[src/speed_ramp_pkg.sv]
package speed_ramp_pkg;

  localparam int SPD_W = 12;
  localparam int TIM_W = 16;
  localparam int ACC_W = 42;
  localparam int NPRE  = 11;
  localparam int NTIM  = 6;

  // speeds in r/min
  localparam logic [SPD_W-1:0] SPD_MAX    = 12'he10;
  localparam logic [SPD_W-1:0] SPD_ZERO   = 12'h000;
  localparam logic [SPD_W-1:0] SPD_ONE    = 12'h001;
  localparam logic [SPD_W-1:0] MAXS_RST   = 12'h5dc;
  localparam logic [SPD_W-1:0] REFS_RST   = 12'h5dc;
  localparam logic [7:0]       FREQ_RST   = 8'h3c;
  localparam logic [7:0]       FREQ_LO    = 8'h14;
  localparam logic [7:0]       FREQ_HI    = 8'hc8;
  localparam logic [13:0]      VOLT_HI    = 14'h03e8;
  localparam logic [13:0]      VOLT_95    = 14'h22b8;
  localparam logic [13:0]      VOLT_SAME  = 14'h270f;
  localparam logic [16:0]      VOLT_PCT   = 17'h0005f;
  localparam logic [16:0]      PCT_FULL   = 17'h00064;
  localparam logic [TIM_W-1:0] TIM_HI     = 16'h8ca0;
  localparam logic [TIM_W-1:0] TIM_SAME   = 16'h270f;
  localparam logic [TIM_W-1:0] TIM_DEF    = 16'h0032;
  localparam logic [TIM_W-1:0] TIM_ZERO   = 16'h0000;

  // time units and clock rate
  localparam int UNIT_COARSE_MS = 100;
  localparam int UNIT_FINE_MS   = 10;
  localparam int CLK_KHZ        = 200000;

  // register byte offsets
  localparam logic [7:0] ADR_MODE = 8'h00;
  localparam logic [7:0] ADR_MAXS = 8'h04;
  localparam logic [7:0] ADR_MINS = 8'h08;
  localparam logic [7:0] ADR_STRT = 8'h0c;
  localparam logic [7:0] ADR_REFS = 8'h10;
  localparam logic [7:0] ADR_FREQ = 8'h14;
  localparam logic [7:0] ADR_VOLT = 8'h18;
  localparam logic [7:0] ADR_TIME = 8'h1c;
  localparam logic [7:0] ADR_STAT = 8'h34;
  localparam logic [7:0] ADR_PRE  = 8'h40;
  localparam int         ADR_STEP = 4;

  // mode and status register fields
  localparam int MODE_CTL_LSB  = 0;
  localparam int MODE_OPM_LSB  = 4;
  localparam int MODE_RMT_LSB  = 8;
  localparam int MODE_INC_BIT  = 12;
  localparam int STAT_RAMP_LSB = 16;

  // time slots: accel/decel for sets 1..3
  localparam int TI_ACC1 = 0;
  localparam int TI_DEC1 = 1;
  localparam int TI_ACC2 = 2;
  localparam int TI_DEC2 = 3;
  localparam int TI_ACC3 = 4;
  localparam int TI_DEC3 = 5;

  localparam logic [3:0] OPM_EXT  = 4'h2;
  localparam logic [3:0] OPM_CMB3 = 4'h3;
  localparam logic [3:0] OPM_CMB4 = 4'h4;
  localparam logic [1:0] RMT_OFF  = 2'h0;
  localparam logic [3:0] SLOT_EXT = 4'h3;
  localparam logic [3:0] SLOT_LOW = 4'h2;
  localparam logic [3:0] SLOT_MID = 4'h1;
  localparam logic [3:0] SLOT_HI  = 4'h0;

  typedef enum logic [1:0] {
    CTL_SPEED    = 2'h0,
    CTL_TORQUE   = 2'h1,
    CTL_POSITION = 2'h2,
    CTL_VF       = 2'h3
  } ctl_t;

  typedef enum logic [2:0] {
    RAMP_HOLD = 3'b001,
    RAMP_UP   = 3'b010,
    RAMP_DOWN = 3'b100
  } ramp_st_t;

  typedef struct packed {
    logic extra;
    logic low;
    logic middle;
    logic high;
  } ms_sel_t;

  typedef struct packed {
    logic             jog_v;
    logic [SPD_W-1:0] jog;
    logic             pulse_v;
    logic [SPD_W-1:0] pulse;
    logic             dig_v;
    logic [SPD_W-1:0] dig;
    logic             pid_v;
    logic [SPD_W-1:0] pid;
    logic [SPD_W-1:0] analog;
  } cmd_src_t;

endpackage

[src/speed_reference_limit_ramp.sv]
// Register access over Wishbone and the address map were left to the implementer.
`timescale 1ns/100ps
// Behaviour
// speed mode: max on running, min on command
// torque mode: limits only on restriction command
// position mode: max on droop command only
// clamp commands to max/min, defaults given
// min above start speed runs on start
// v/f base frequency 60Hz, 20..200Hz
// base voltage 0..1000V, 8888 95%, 9999 supply
// up to 17 speeds from four contacts; the code holds 11 presets (3 single-contact plus 8 with extra)
// multi-speed only external or combined 3/4
// multi-speed only when remote select is 0
// presets 0..3600, writable while running
// jog, pulse, digital, multi, pid, analog priority
// multi-speed preset overrides analog command
// three-speed: low beats middle beats high
// longer time gives slower ramp
// torque mode ramps restriction value
// increment select: 0 is 3600s, 1 is 360s
// decel code 9999 reuses matching accel time
// times span zero to reference speed
// second set used while its select on
// third set wins when both selects on
// linear ramp per tick, stops at target
// clamp before ramp
module speed_reference_limit_ramp
  import speed_ramp_pkg::*;
#(
  parameter int COARSE_CYC = UNIT_COARSE_MS * CLK_KHZ,
  parameter int FINE_CYC   = UNIT_FINE_MS * CLK_KHZ
) (
  input  wire logic             clk_sys,
  input  wire logic             rst_b,
  input  wire logic             ce,
  input  wire logic             wb_cyc_i,
  input  wire logic             wb_stb_i,
  input  wire logic             wb_we_i,
  input  wire logic [7:0]       wb_adr_i,
  input  wire logic [3:0]       wb_sel_i,
  input  wire logic [31:0]      wb_dat_i,
  output logic      [31:0]      wb_dat_o,
  output logic                  wb_ack_o,
  input  wire logic             start,
  input  wire ms_sel_t          ms_sel,
  input  wire logic             second_set_select,
  input  wire logic             third_set_select,
  input  wire cmd_src_t         src,
  input  wire logic [SPD_W-1:0] droop_speed,
  input  wire logic [9:0]       supply_voltage,
  output logic      [SPD_W-1:0] speed_ref,
  output logic                  ramp_busy,
  output logic      [7:0]       vf_base_freq,
  output logic      [9:0]       vf_base_volt
);

  typedef struct packed {
    ctl_t                       ctl;
    logic [3:0]                 opm;
    logic [1:0]                 rmt;
    logic                       inc;
    logic [SPD_W-1:0]           maxs;
    logic [SPD_W-1:0]           mins;
    logic [SPD_W-1:0]           strt;
    logic [SPD_W-1:0]           refs;
    logic [7:0]                 freq;
    logic [13:0]                volt;
    logic [NTIM-1:0][TIM_W-1:0] tim;
    logic [NPRE-1:0][SPD_W-1:0] pre;
    ramp_st_t                   ramp;
    logic [SPD_W-1:0]           cur;
    logic [ACC_W-1:0]           acc;
    logic [SPD_W-1:0]           spd;
    logic                       busy;
    logic [7:0]                 vff;
    logic [9:0]                 vfv;
    logic                       ack;
    logic [31:0]                dat;
  } state_t;

  state_t s_q;
  state_t s_d;

  ////////////////////////////////////////////////////////////////////
  // helpers

  function automatic logic [31:0] merge(
    input logic [31:0] old,
    input logic [31:0] nw,
    input logic [3:0]  sel
  );
    logic [31:0] r;
    r = old;
    for (int b = 0; b < 4; b++) begin
      if (sel[b]) begin
        r[b*8 +: 8] = nw[b*8 +: 8];
      end
    end
    return r;
  endfunction

  function automatic logic [SPD_W-1:0] sat_spd(input logic [31:0] v);
    return (v > 32'(SPD_MAX)) ? SPD_MAX : v[SPD_W-1:0];
  endfunction

  // decel slots alone may hold the reuse code
  function automatic logic [TIM_W-1:0] sat_tim(
    input logic [31:0] v,
    input logic        dec
  );
    logic [TIM_W-1:0] r;
    r = (v > 32'(TIM_HI)) ? TIM_HI : v[TIM_W-1:0];
    if (!dec && r == TIM_SAME) begin
      r = TIM_DEF;
    end
    return r;
  endfunction

  ////////////////////////////////////////////////////////////////////
  // speed source selection

  logic             ms_on;
  logic             ms_en;
  logic [3:0]       slot;
  logic [SPD_W-1:0] sel_cmd;
  logic [SPD_W-1:0] target;
  logic [SPD_W-1:0] clamped;

  always_comb begin
    ms_on = ms_sel.extra | ms_sel.low | ms_sel.middle | ms_sel.high;
    ms_en = (s_q.opm == OPM_EXT || s_q.opm == OPM_CMB3 ||
             s_q.opm == OPM_CMB4) && (s_q.rmt == RMT_OFF);
    // extra selects the upper block of eight presets
    if (ms_sel.extra) begin
      slot = SLOT_EXT + 4'({ms_sel.low, ms_sel.middle, ms_sel.high});
    end else if (ms_sel.low) begin
      slot = SLOT_LOW;
    end else if (ms_sel.middle) begin
      slot = SLOT_MID;
    end else begin
      slot = SLOT_HI;
    end
    if (src.jog_v) begin
      sel_cmd = src.jog;
    end else if (src.pulse_v) begin
      sel_cmd = src.pulse;
    end else if (src.dig_v) begin
      sel_cmd = src.dig;
    end else if (ms_en && ms_on) begin
      sel_cmd = s_q.pre[slot];
    end else if (src.pid_v) begin
      sel_cmd = src.pid;
    end else begin
      sel_cmd = src.analog;
    end
  end

  // limits act before the ramp, so the ramp never overshoots max; min is not applied in position mode or when start is off
  always_comb begin
    clamped = (sel_cmd > s_q.maxs) ? s_q.maxs : sel_cmd;
    if (clamped < s_q.mins) begin
      clamped = s_q.mins;
    end
    if (!start) begin
      target = SPD_ZERO;
    end else if (s_q.ctl == CTL_POSITION) begin
      target = (droop_speed > s_q.maxs) ? s_q.maxs : droop_speed;
    end else begin
      target = clamped;
    end
  end

  ////////////////////////////////////////////////////////////////////
  // ramp time selection

  logic             up;
  logic             dn;
  logic [TIM_W-1:0] acc_t;
  logic [TIM_W-1:0] dec_t;
  logic [TIM_W-1:0] tcode;
  logic [ACC_W-1:0] tcyc;
  logic [ACC_W-1:0] acc_sum;
  logic             step_ok;

  always_comb begin
    up = target > s_q.cur;
    dn = target < s_q.cur;
    if (third_set_select) begin
      acc_t = s_q.tim[TI_ACC3];
      dec_t = s_q.tim[TI_DEC3];
    end else if (second_set_select) begin
      acc_t = s_q.tim[TI_ACC2];
      dec_t = s_q.tim[TI_DEC2];
    end else begin
      acc_t = s_q.tim[TI_ACC1];
      dec_t = s_q.tim[TI_DEC1];
    end
    if (dec_t == TIM_SAME) begin
      dec_t = acc_t;
    end
    tcode = up ? acc_t : dec_t;
    // time code counts 0.1s or 0.01s units
    tcyc = ACC_W'(tcode) *
           (s_q.inc ? ACC_W'(FINE_CYC) : ACC_W'(COARSE_CYC));
    // one r/min per tcyc/refs cycles: refs r/min takes tcyc
    acc_sum = s_q.acc + ACC_W'(s_q.refs);
    step_ok = acc_sum >= tcyc;
  end

  ////////////////////////////////////////////////////////////////////
  // next state

  logic        hit;
  logic [31:0] rdv;
  logic [31:0] wv;
  logic [16:0] pv;

  always_comb begin
    s_d = s_q;
    hit = wb_cyc_i & wb_stb_i & ~s_q.ack;
    rdv = '0;
    case (wb_adr_i)
      ADR_MODE: begin
        rdv[MODE_CTL_LSB +: 2] = s_q.ctl;
        rdv[MODE_OPM_LSB +: 4] = s_q.opm;
        rdv[MODE_RMT_LSB +: 2] = s_q.rmt;
        rdv[MODE_INC_BIT]      = s_q.inc;
      end
      ADR_MAXS: rdv[SPD_W-1:0] = s_q.maxs;
      ADR_MINS: rdv[SPD_W-1:0] = s_q.mins;
      ADR_STRT: rdv[SPD_W-1:0] = s_q.strt;
      ADR_REFS: rdv[SPD_W-1:0] = s_q.refs;
      ADR_FREQ: rdv[7:0] = s_q.freq;
      ADR_VOLT: rdv[13:0] = s_q.volt;
      ADR_STAT: begin
        rdv[SPD_W-1:0] = s_q.cur;
        rdv[STAT_RAMP_LSB +: 3] = s_q.ramp;
      end
      default: rdv = '0;
    endcase
    for (int i = 0; i < NTIM; i++) begin
      if (wb_adr_i == 8'(ADR_TIME + i * ADR_STEP)) begin
        rdv[TIM_W-1:0] = s_q.tim[i];
      end
    end
    for (int i = 0; i < NPRE; i++) begin
      if (wb_adr_i == 8'(ADR_PRE + i * ADR_STEP)) begin
        rdv[SPD_W-1:0] = s_q.pre[i];
      end
    end
    wv = merge(rdv, wb_dat_i, wb_sel_i);

    // bus: one registered answer the cycle after the strobe, ack drops the cycle after
    s_d.ack = hit;
    if (hit) begin
      s_d.dat = rdv;
    end
    if (hit && wb_we_i) begin
      case (wb_adr_i)
        ADR_MODE: begin
          s_d.ctl = ctl_t'(wv[MODE_CTL_LSB +: 2]);
          s_d.opm = wv[MODE_OPM_LSB +: 4];
          s_d.rmt = wv[MODE_RMT_LSB +: 2];
          s_d.inc = wv[MODE_INC_BIT];
        end
        ADR_MAXS: s_d.maxs = sat_spd(wv);
        ADR_MINS: s_d.mins = sat_spd(wv);
        ADR_STRT: s_d.strt = sat_spd(wv);
        ADR_REFS: begin
          s_d.refs = sat_spd(wv);
          if (s_d.refs == SPD_ZERO) begin
            s_d.refs = SPD_ONE;
          end
        end
        ADR_FREQ: begin
          s_d.freq = (wv > 32'(FREQ_HI)) ? FREQ_HI : wv[7:0];
          if (s_d.freq < FREQ_LO) begin
            s_d.freq = FREQ_LO;
          end
        end
        ADR_VOLT: begin
          // out-of-range words fall back to the 1000V ceiling
          if (wv == 32'(VOLT_95) || wv == 32'(VOLT_SAME)) begin
            s_d.volt = wv[13:0];
          end else begin
            s_d.volt = (wv > 32'(VOLT_HI)) ? VOLT_HI : wv[13:0];
          end
        end
        default: s_d.volt = s_q.volt;
      endcase
      for (int i = 0; i < NTIM; i++) begin
        if (wb_adr_i == 8'(ADR_TIME + i * ADR_STEP)) begin
          s_d.tim[i] = sat_tim(wv, (i % 2) == 1);
        end
      end
      // presets take effect at once, even mid-run
      for (int i = 0; i < NPRE; i++) begin
        if (wb_adr_i == 8'(ADR_PRE + i * ADR_STEP)) begin
          s_d.pre[i] = sat_spd(wv);
        end
      end
    end

    // ramp: same law for speed, position and restriction value
    case (s_q.ramp)
      RAMP_HOLD: begin
        s_d.acc = '0;
        if (up) begin
          s_d.ramp = RAMP_UP;
        end else if (dn) begin
          s_d.ramp = RAMP_DOWN;
        end
      end
      RAMP_UP: begin
        if (!up) begin
          s_d.ramp = RAMP_HOLD;
          s_d.acc = '0;
        end else if (tcode == TIM_ZERO) begin
          s_d.cur = target;
        end else if (step_ok) begin
          s_d.cur = s_q.cur + SPD_ONE;
          s_d.acc = acc_sum - tcyc;
        end else begin
          s_d.acc = acc_sum;
        end
      end
      RAMP_DOWN: begin
        if (!dn) begin
          s_d.ramp = RAMP_HOLD;
          s_d.acc = '0;
        end else if (tcode == TIM_ZERO) begin
          s_d.cur = target;
        end else if (step_ok) begin
          s_d.cur = s_q.cur - SPD_ONE;
          s_d.acc = acc_sum - tcyc;
        end else begin
          s_d.acc = acc_sum;
        end
      end
      default: begin
        s_d.ramp = RAMP_HOLD;
        s_d.acc = '0;
      end
    endcase
    s_d.busy = (s_q.ramp != RAMP_HOLD);

    // torque mode passes the restriction value unclamped
    if (s_q.ctl == CTL_TORQUE) begin
      s_d.spd = s_q.cur;
    end else begin
      s_d.spd = (s_q.cur > s_q.maxs) ? s_q.maxs : s_q.cur;
    end

    pv = (17'(supply_voltage) * VOLT_PCT) / PCT_FULL;
    if (s_q.ctl == CTL_VF) begin
      s_d.vff = s_q.freq;
      if (s_q.volt == VOLT_SAME) begin
        s_d.vfv = supply_voltage;
      end else if (s_q.volt == VOLT_95) begin
        s_d.vfv = pv[9:0];
      end else begin
        s_d.vfv = s_q.volt[9:0];
      end
    end else begin
      s_d.vff = '0;
      s_d.vfv = '0;
    end
  end

  ////////////////////////////////////////////////////////////////////
  // registers

  always_ff @(posedge clk_sys) begin
    if (!rst_b) begin
      s_q <= '{ctl: CTL_SPEED, opm: OPM_EXT, rmt: RMT_OFF, inc: 1'b0,
               maxs: MAXS_RST, mins: SPD_ZERO, strt: SPD_ZERO,
               refs: REFS_RST, freq: FREQ_RST, volt: VOLT_SAME,
               tim: {TIM_SAME, TIM_DEF, TIM_SAME, TIM_DEF,
                     TIM_DEF, TIM_DEF},
               pre: '0, ramp: RAMP_HOLD, cur: SPD_ZERO, acc: '0,
               spd: SPD_ZERO, busy: 1'b0, vff: 8'h00, vfv: 10'h000,
               ack: 1'b0, dat: 32'h0000_0000};
    end else if (ce) begin
      s_q <= s_d;
    end
  end

  assign wb_dat_o     = s_q.dat;
  assign wb_ack_o     = s_q.ack;
  assign speed_ref    = s_q.spd;
  assign ramp_busy    = s_q.busy;
  assign vf_base_freq = s_q.vff;
  assign vf_base_volt = s_q.vfv;
endmodule

[config.mk]
export PLATFORM = sky130hd
export DESIGN_NAME = speed_reference_limit_ramp
export DESIGN_NICKNAME = d
export VERILOG_FILES = /design/src/speed_ramp_pkg.sv /design/src/speed_reference_limit_ramp.sv
export SDC_FILE = /design/constraint.sdc
export NUM_CORES = 2
export LEC_CHECK = 0
export BUFFER_PORTS_ARGS = -buffer_cell sky130_fd_sc_hd__buf_2
export CELL_PAD_IN_SITES_DETAIL_PLACEMENT = 0
export CELL_PAD_IN_SITES_GLOBAL_PLACEMENT = 1
export CORE_MARGIN = 2
export CORE_UTILIZATION = 48
export CTS_CLUSTER_DIAMETER = 50
export DETAILED_ROUTE_END_ITERATION = 10
export GPL_TIMING_DRIVEN = 0
export PLACE_DENSITY_LB_ADDON = 0.1
export SETUP_SLACK_MARGIN = 0.3
export SLEW_MARGIN = 20
export SYNTH_ARGS = -nofsm -noshare
export SYNTH_HDL_FRONTEND = slang
export SYNTH_SLANG_ARGS = --single-unit
export TNS_END_PERCENT = 30
[constraint.sdc]
create_clock -name clk_sys -period 20.9 [get_ports clk_sys]
set_input_delay 2.09 -clock clk_sys [delete_from_list [all_inputs] [get_ports clk_sys]]
set_output_delay 2.09 -clock clk_sys [all_outputs]
set_load 0.01 [all_outputs]
==> run summary <==
Mean Syn Cell Area - 8.05 sq um
Clk sinks - 415
Top cells by area, synth - dfxtp_1 (23%), ha_1 (9.8%), fa_1 (9.2%)
Port Buf Inserts - 189
Synth cell types - 122
CP required - 21380 ps
Worst-margin pin slew - 1280 ps
Grt total ovfl - 0
Hold path start - wb_dat_o[16]$_SDFFE_PN0P_
Pin count of the biggest net entering global routing - 13
Core area - 74600 sq um
Commonest non-fill, non-tap cell in the layout - nand2_1
Asr flop ratio synth - 0
First-pass GRT wire length - 213 mm
Ports - 207
Final Util - 0.558
Yosys top cell area share - 0.229
Status - completed
Root Buffer - clkbuf_16
Post-DR wirelength/cell - 24.9 microns
CTS tree - built
WL met1 - 60.9 mm
Vias post-DR - 35600
Synth Register Bits - 415
CP Max Fanout - 10
# rows - 100
Die height - 279 microns
Final Hold Viols - 0
Period minus WS final - 19470 ps
H-tree depth - 3
EDFF count, synth - 0
Skew final - 31.1 ps
Cts hold-fix bufs - 0
Highest clock rate - 51.4 MHz
Vias per cell - 6.09
Final clock period utilization by the worst path - 0.932
Worst hold slack - 466 ps
CTS max path bufs - 3
Largest area contributor in the netlist - dfxtp_1
Sequential area share after synthesis - 0.229
Max Cap Viol - 0
Critical Path AT - 19960 ps
CTS Buf Count - 68
Number of remaining DRC errors - 0
Drt pass-1 iters - 8
Area grow syn2layout - 14.9%
Fin Setup TNS - 0 ps
Crit start category - input pin
Main synth FF type - dfxtp_1
First DRT Iteration DRCs - 3791
CP Launch Point - ms_sel[3]
CP peak stage delay - 930 ps
Gate Count Post-Synth - 4503
DR WL met3 - 14.9 mm
Mapped Area - 36200 sq um
Met2 WL post-DR - 61.3 mm
Starting Density - 0.486
Post-layout nets - 5411
CP Capture Type - flop
GR Util All Layers - 0.365
Total Routed Length - 145 mm
Layout cell share with drive strength beyond 1 - 0.130
# setup viols final - 0
Most used cell, CP - a21oi_1
Most frequent cells in the layout - nand2_1 (735), dfxtp_1 (415), inv_1 (351)
Die Wd - 279 microns
CP bufs+invs - 12
RSZ-0062 raised after global routing - false
Post-DRT Antenna Nets - 0
Reg-to-reg startpoint - s_q[424]$_SDFFE_PN0P_
Latest clock arrival within the worst-skew pair - 640 ps
Initial antenna violation count - 7
Pins Over Slew Limit - 0
Yosys warnings - 0
Worst-path clk slew - 50 ps
Crit Path Class - in -> reg
GPL Wtd Cong - 1.02
Uppermost layer routed - met5
Total die area - 77700 sq um
Hold crit path type - reg -> reg
Vias in the first global route - 33400
Worst rel slew slack - 0.146
Delay-heaviest family, CP - compound AO/OA/AOI/OAI gates
Slowest library cell on the worst path - o21ai_0
DP HPWL - 114 mm
-- cell usage after synthesis (33+ instances only) --
| cell | instances |
|---|---|
| a21boi_0 | 126 |
| a21o_1 | 43 |
| a21oi_1 | 214 |
| a22oi_1 | 72 |
| and2_1 | 86 |
| and3_1 | 36 |
| buf_4 | 66 |
| clkbuf_1 | 227 |
| dfxtp_1 | 415 |
| fa_1 | 166 |
| ha_1 | 284 |
| inv_1 | 354 |
| mux2i_1 | 80 |
| nand2_1 | 737 |
| nand2b_1 | 48 |
| nand3_1 | 95 |
| nand4_1 | 52 |
| nor2_1 | 216 |
| nor2b_1 | 61 |
| nor3_1 | 83 |
| o211a_1 | 101 |
| o211ai_1 | 85 |
| o21ai_0 | 248 |
| o22ai_1 | 33 |
| xnor2_1 | 68 |
| xor2_1 | 33 |
-- worst reg2reg max path, delay by kind of cell (launching register included) --
family	cells	cell delay (ps)
xor gates and xnor gates	1	170
AOI/OAI and AO/OA	34	6450
DFF	1	380
muxes	1	350
buffers and inverters	10	2010
adders and majority gates	11	4220
and+or+nand+nor	23	3800
-- worst paths after layout --
path	to	slack (ps)	depth (start not counted)
worst min register to register	wb_dat_o[16]$_SDFFE_PN0P_	470	2
worst min-delay path	wb_dat_o[16]$_SDFFE_PN0P_	470	2
worst max-delay path	s_q[76]$_SDFFE_PN0P_	1430	85
worst max register to register	s_q[76]$_SDFFE_PN0P_	3370	80
-- layout make-up --
class / instances / area (sq um)
Timing Repair Buffer: 222 / 1200
Fill cell: 7208 / 33000
Tap cell: 969 / 1210
Clock inverter: 33 / 492
Inverter: 354 / 1330
Clock buffer: 87 / 1890
Buffer: 314 / 1560
Multi-Input combinational cell: 3443 / 25600
Antenna cell: 3 / 7.51
Sequential cell: 415 / 8310
-- metrics by stage --
step | std cells | area (sq um) | setup WS (ps)
6_report | 5840 | 41600 | 1430
4_1_cts | 5816 | 41200 | 358
2_1_floorplan | 4526 | 36300 | 2150
5_1_grt | 5837 | 41600 | 241
3_3_place_gp | 5684 | 38500 | -3740
3_5_place_dp | 5692 | 38600 | -2950
-- sequential cells by signal (all words and copies together) (netlist names) --
signal / flops
ramp_busy: 1
s_q: 364
speed_ref: 12
vf_base_freq: 8
vf_base_volt: 10
wb_ack_o: 1
wb_dat_o: 19
-- cell families after synthesis --
| kind of cell | synth area share |
|---|---|
| multiplexers | 0.0434 |
| buffers and inverters | 0.0775 |
| flip-flops | 0.229 |
| AND/OR/NAND/NOR | 0.198 |
| adder cells (fa/ha/maj) | 0.191 |
| AO/OA/AOI/OAI | 0.236 |
| XOR/XNOR | 0.0249 |
| other | 0.000207 |
-- repair_timing --
item | CTS | global route
endpoints found under the setup margin | 47 | 47
pin swaps | 1 | 19
gates resized for setup | 66 | 112
buffers inserted | 4 | 20
-- layer usage --
layer  GRT usage  vias to the layer above
met3      0.0934                      423
li1            -                    16400
met2       0.547                     1810
met1       0.487                    16900
met4       0.179                        4
met5           0                        -
Power is left out: the tool's default activity adds up to more than one toggle a clock period on the data nets, which glitch-free logic cannot reach.
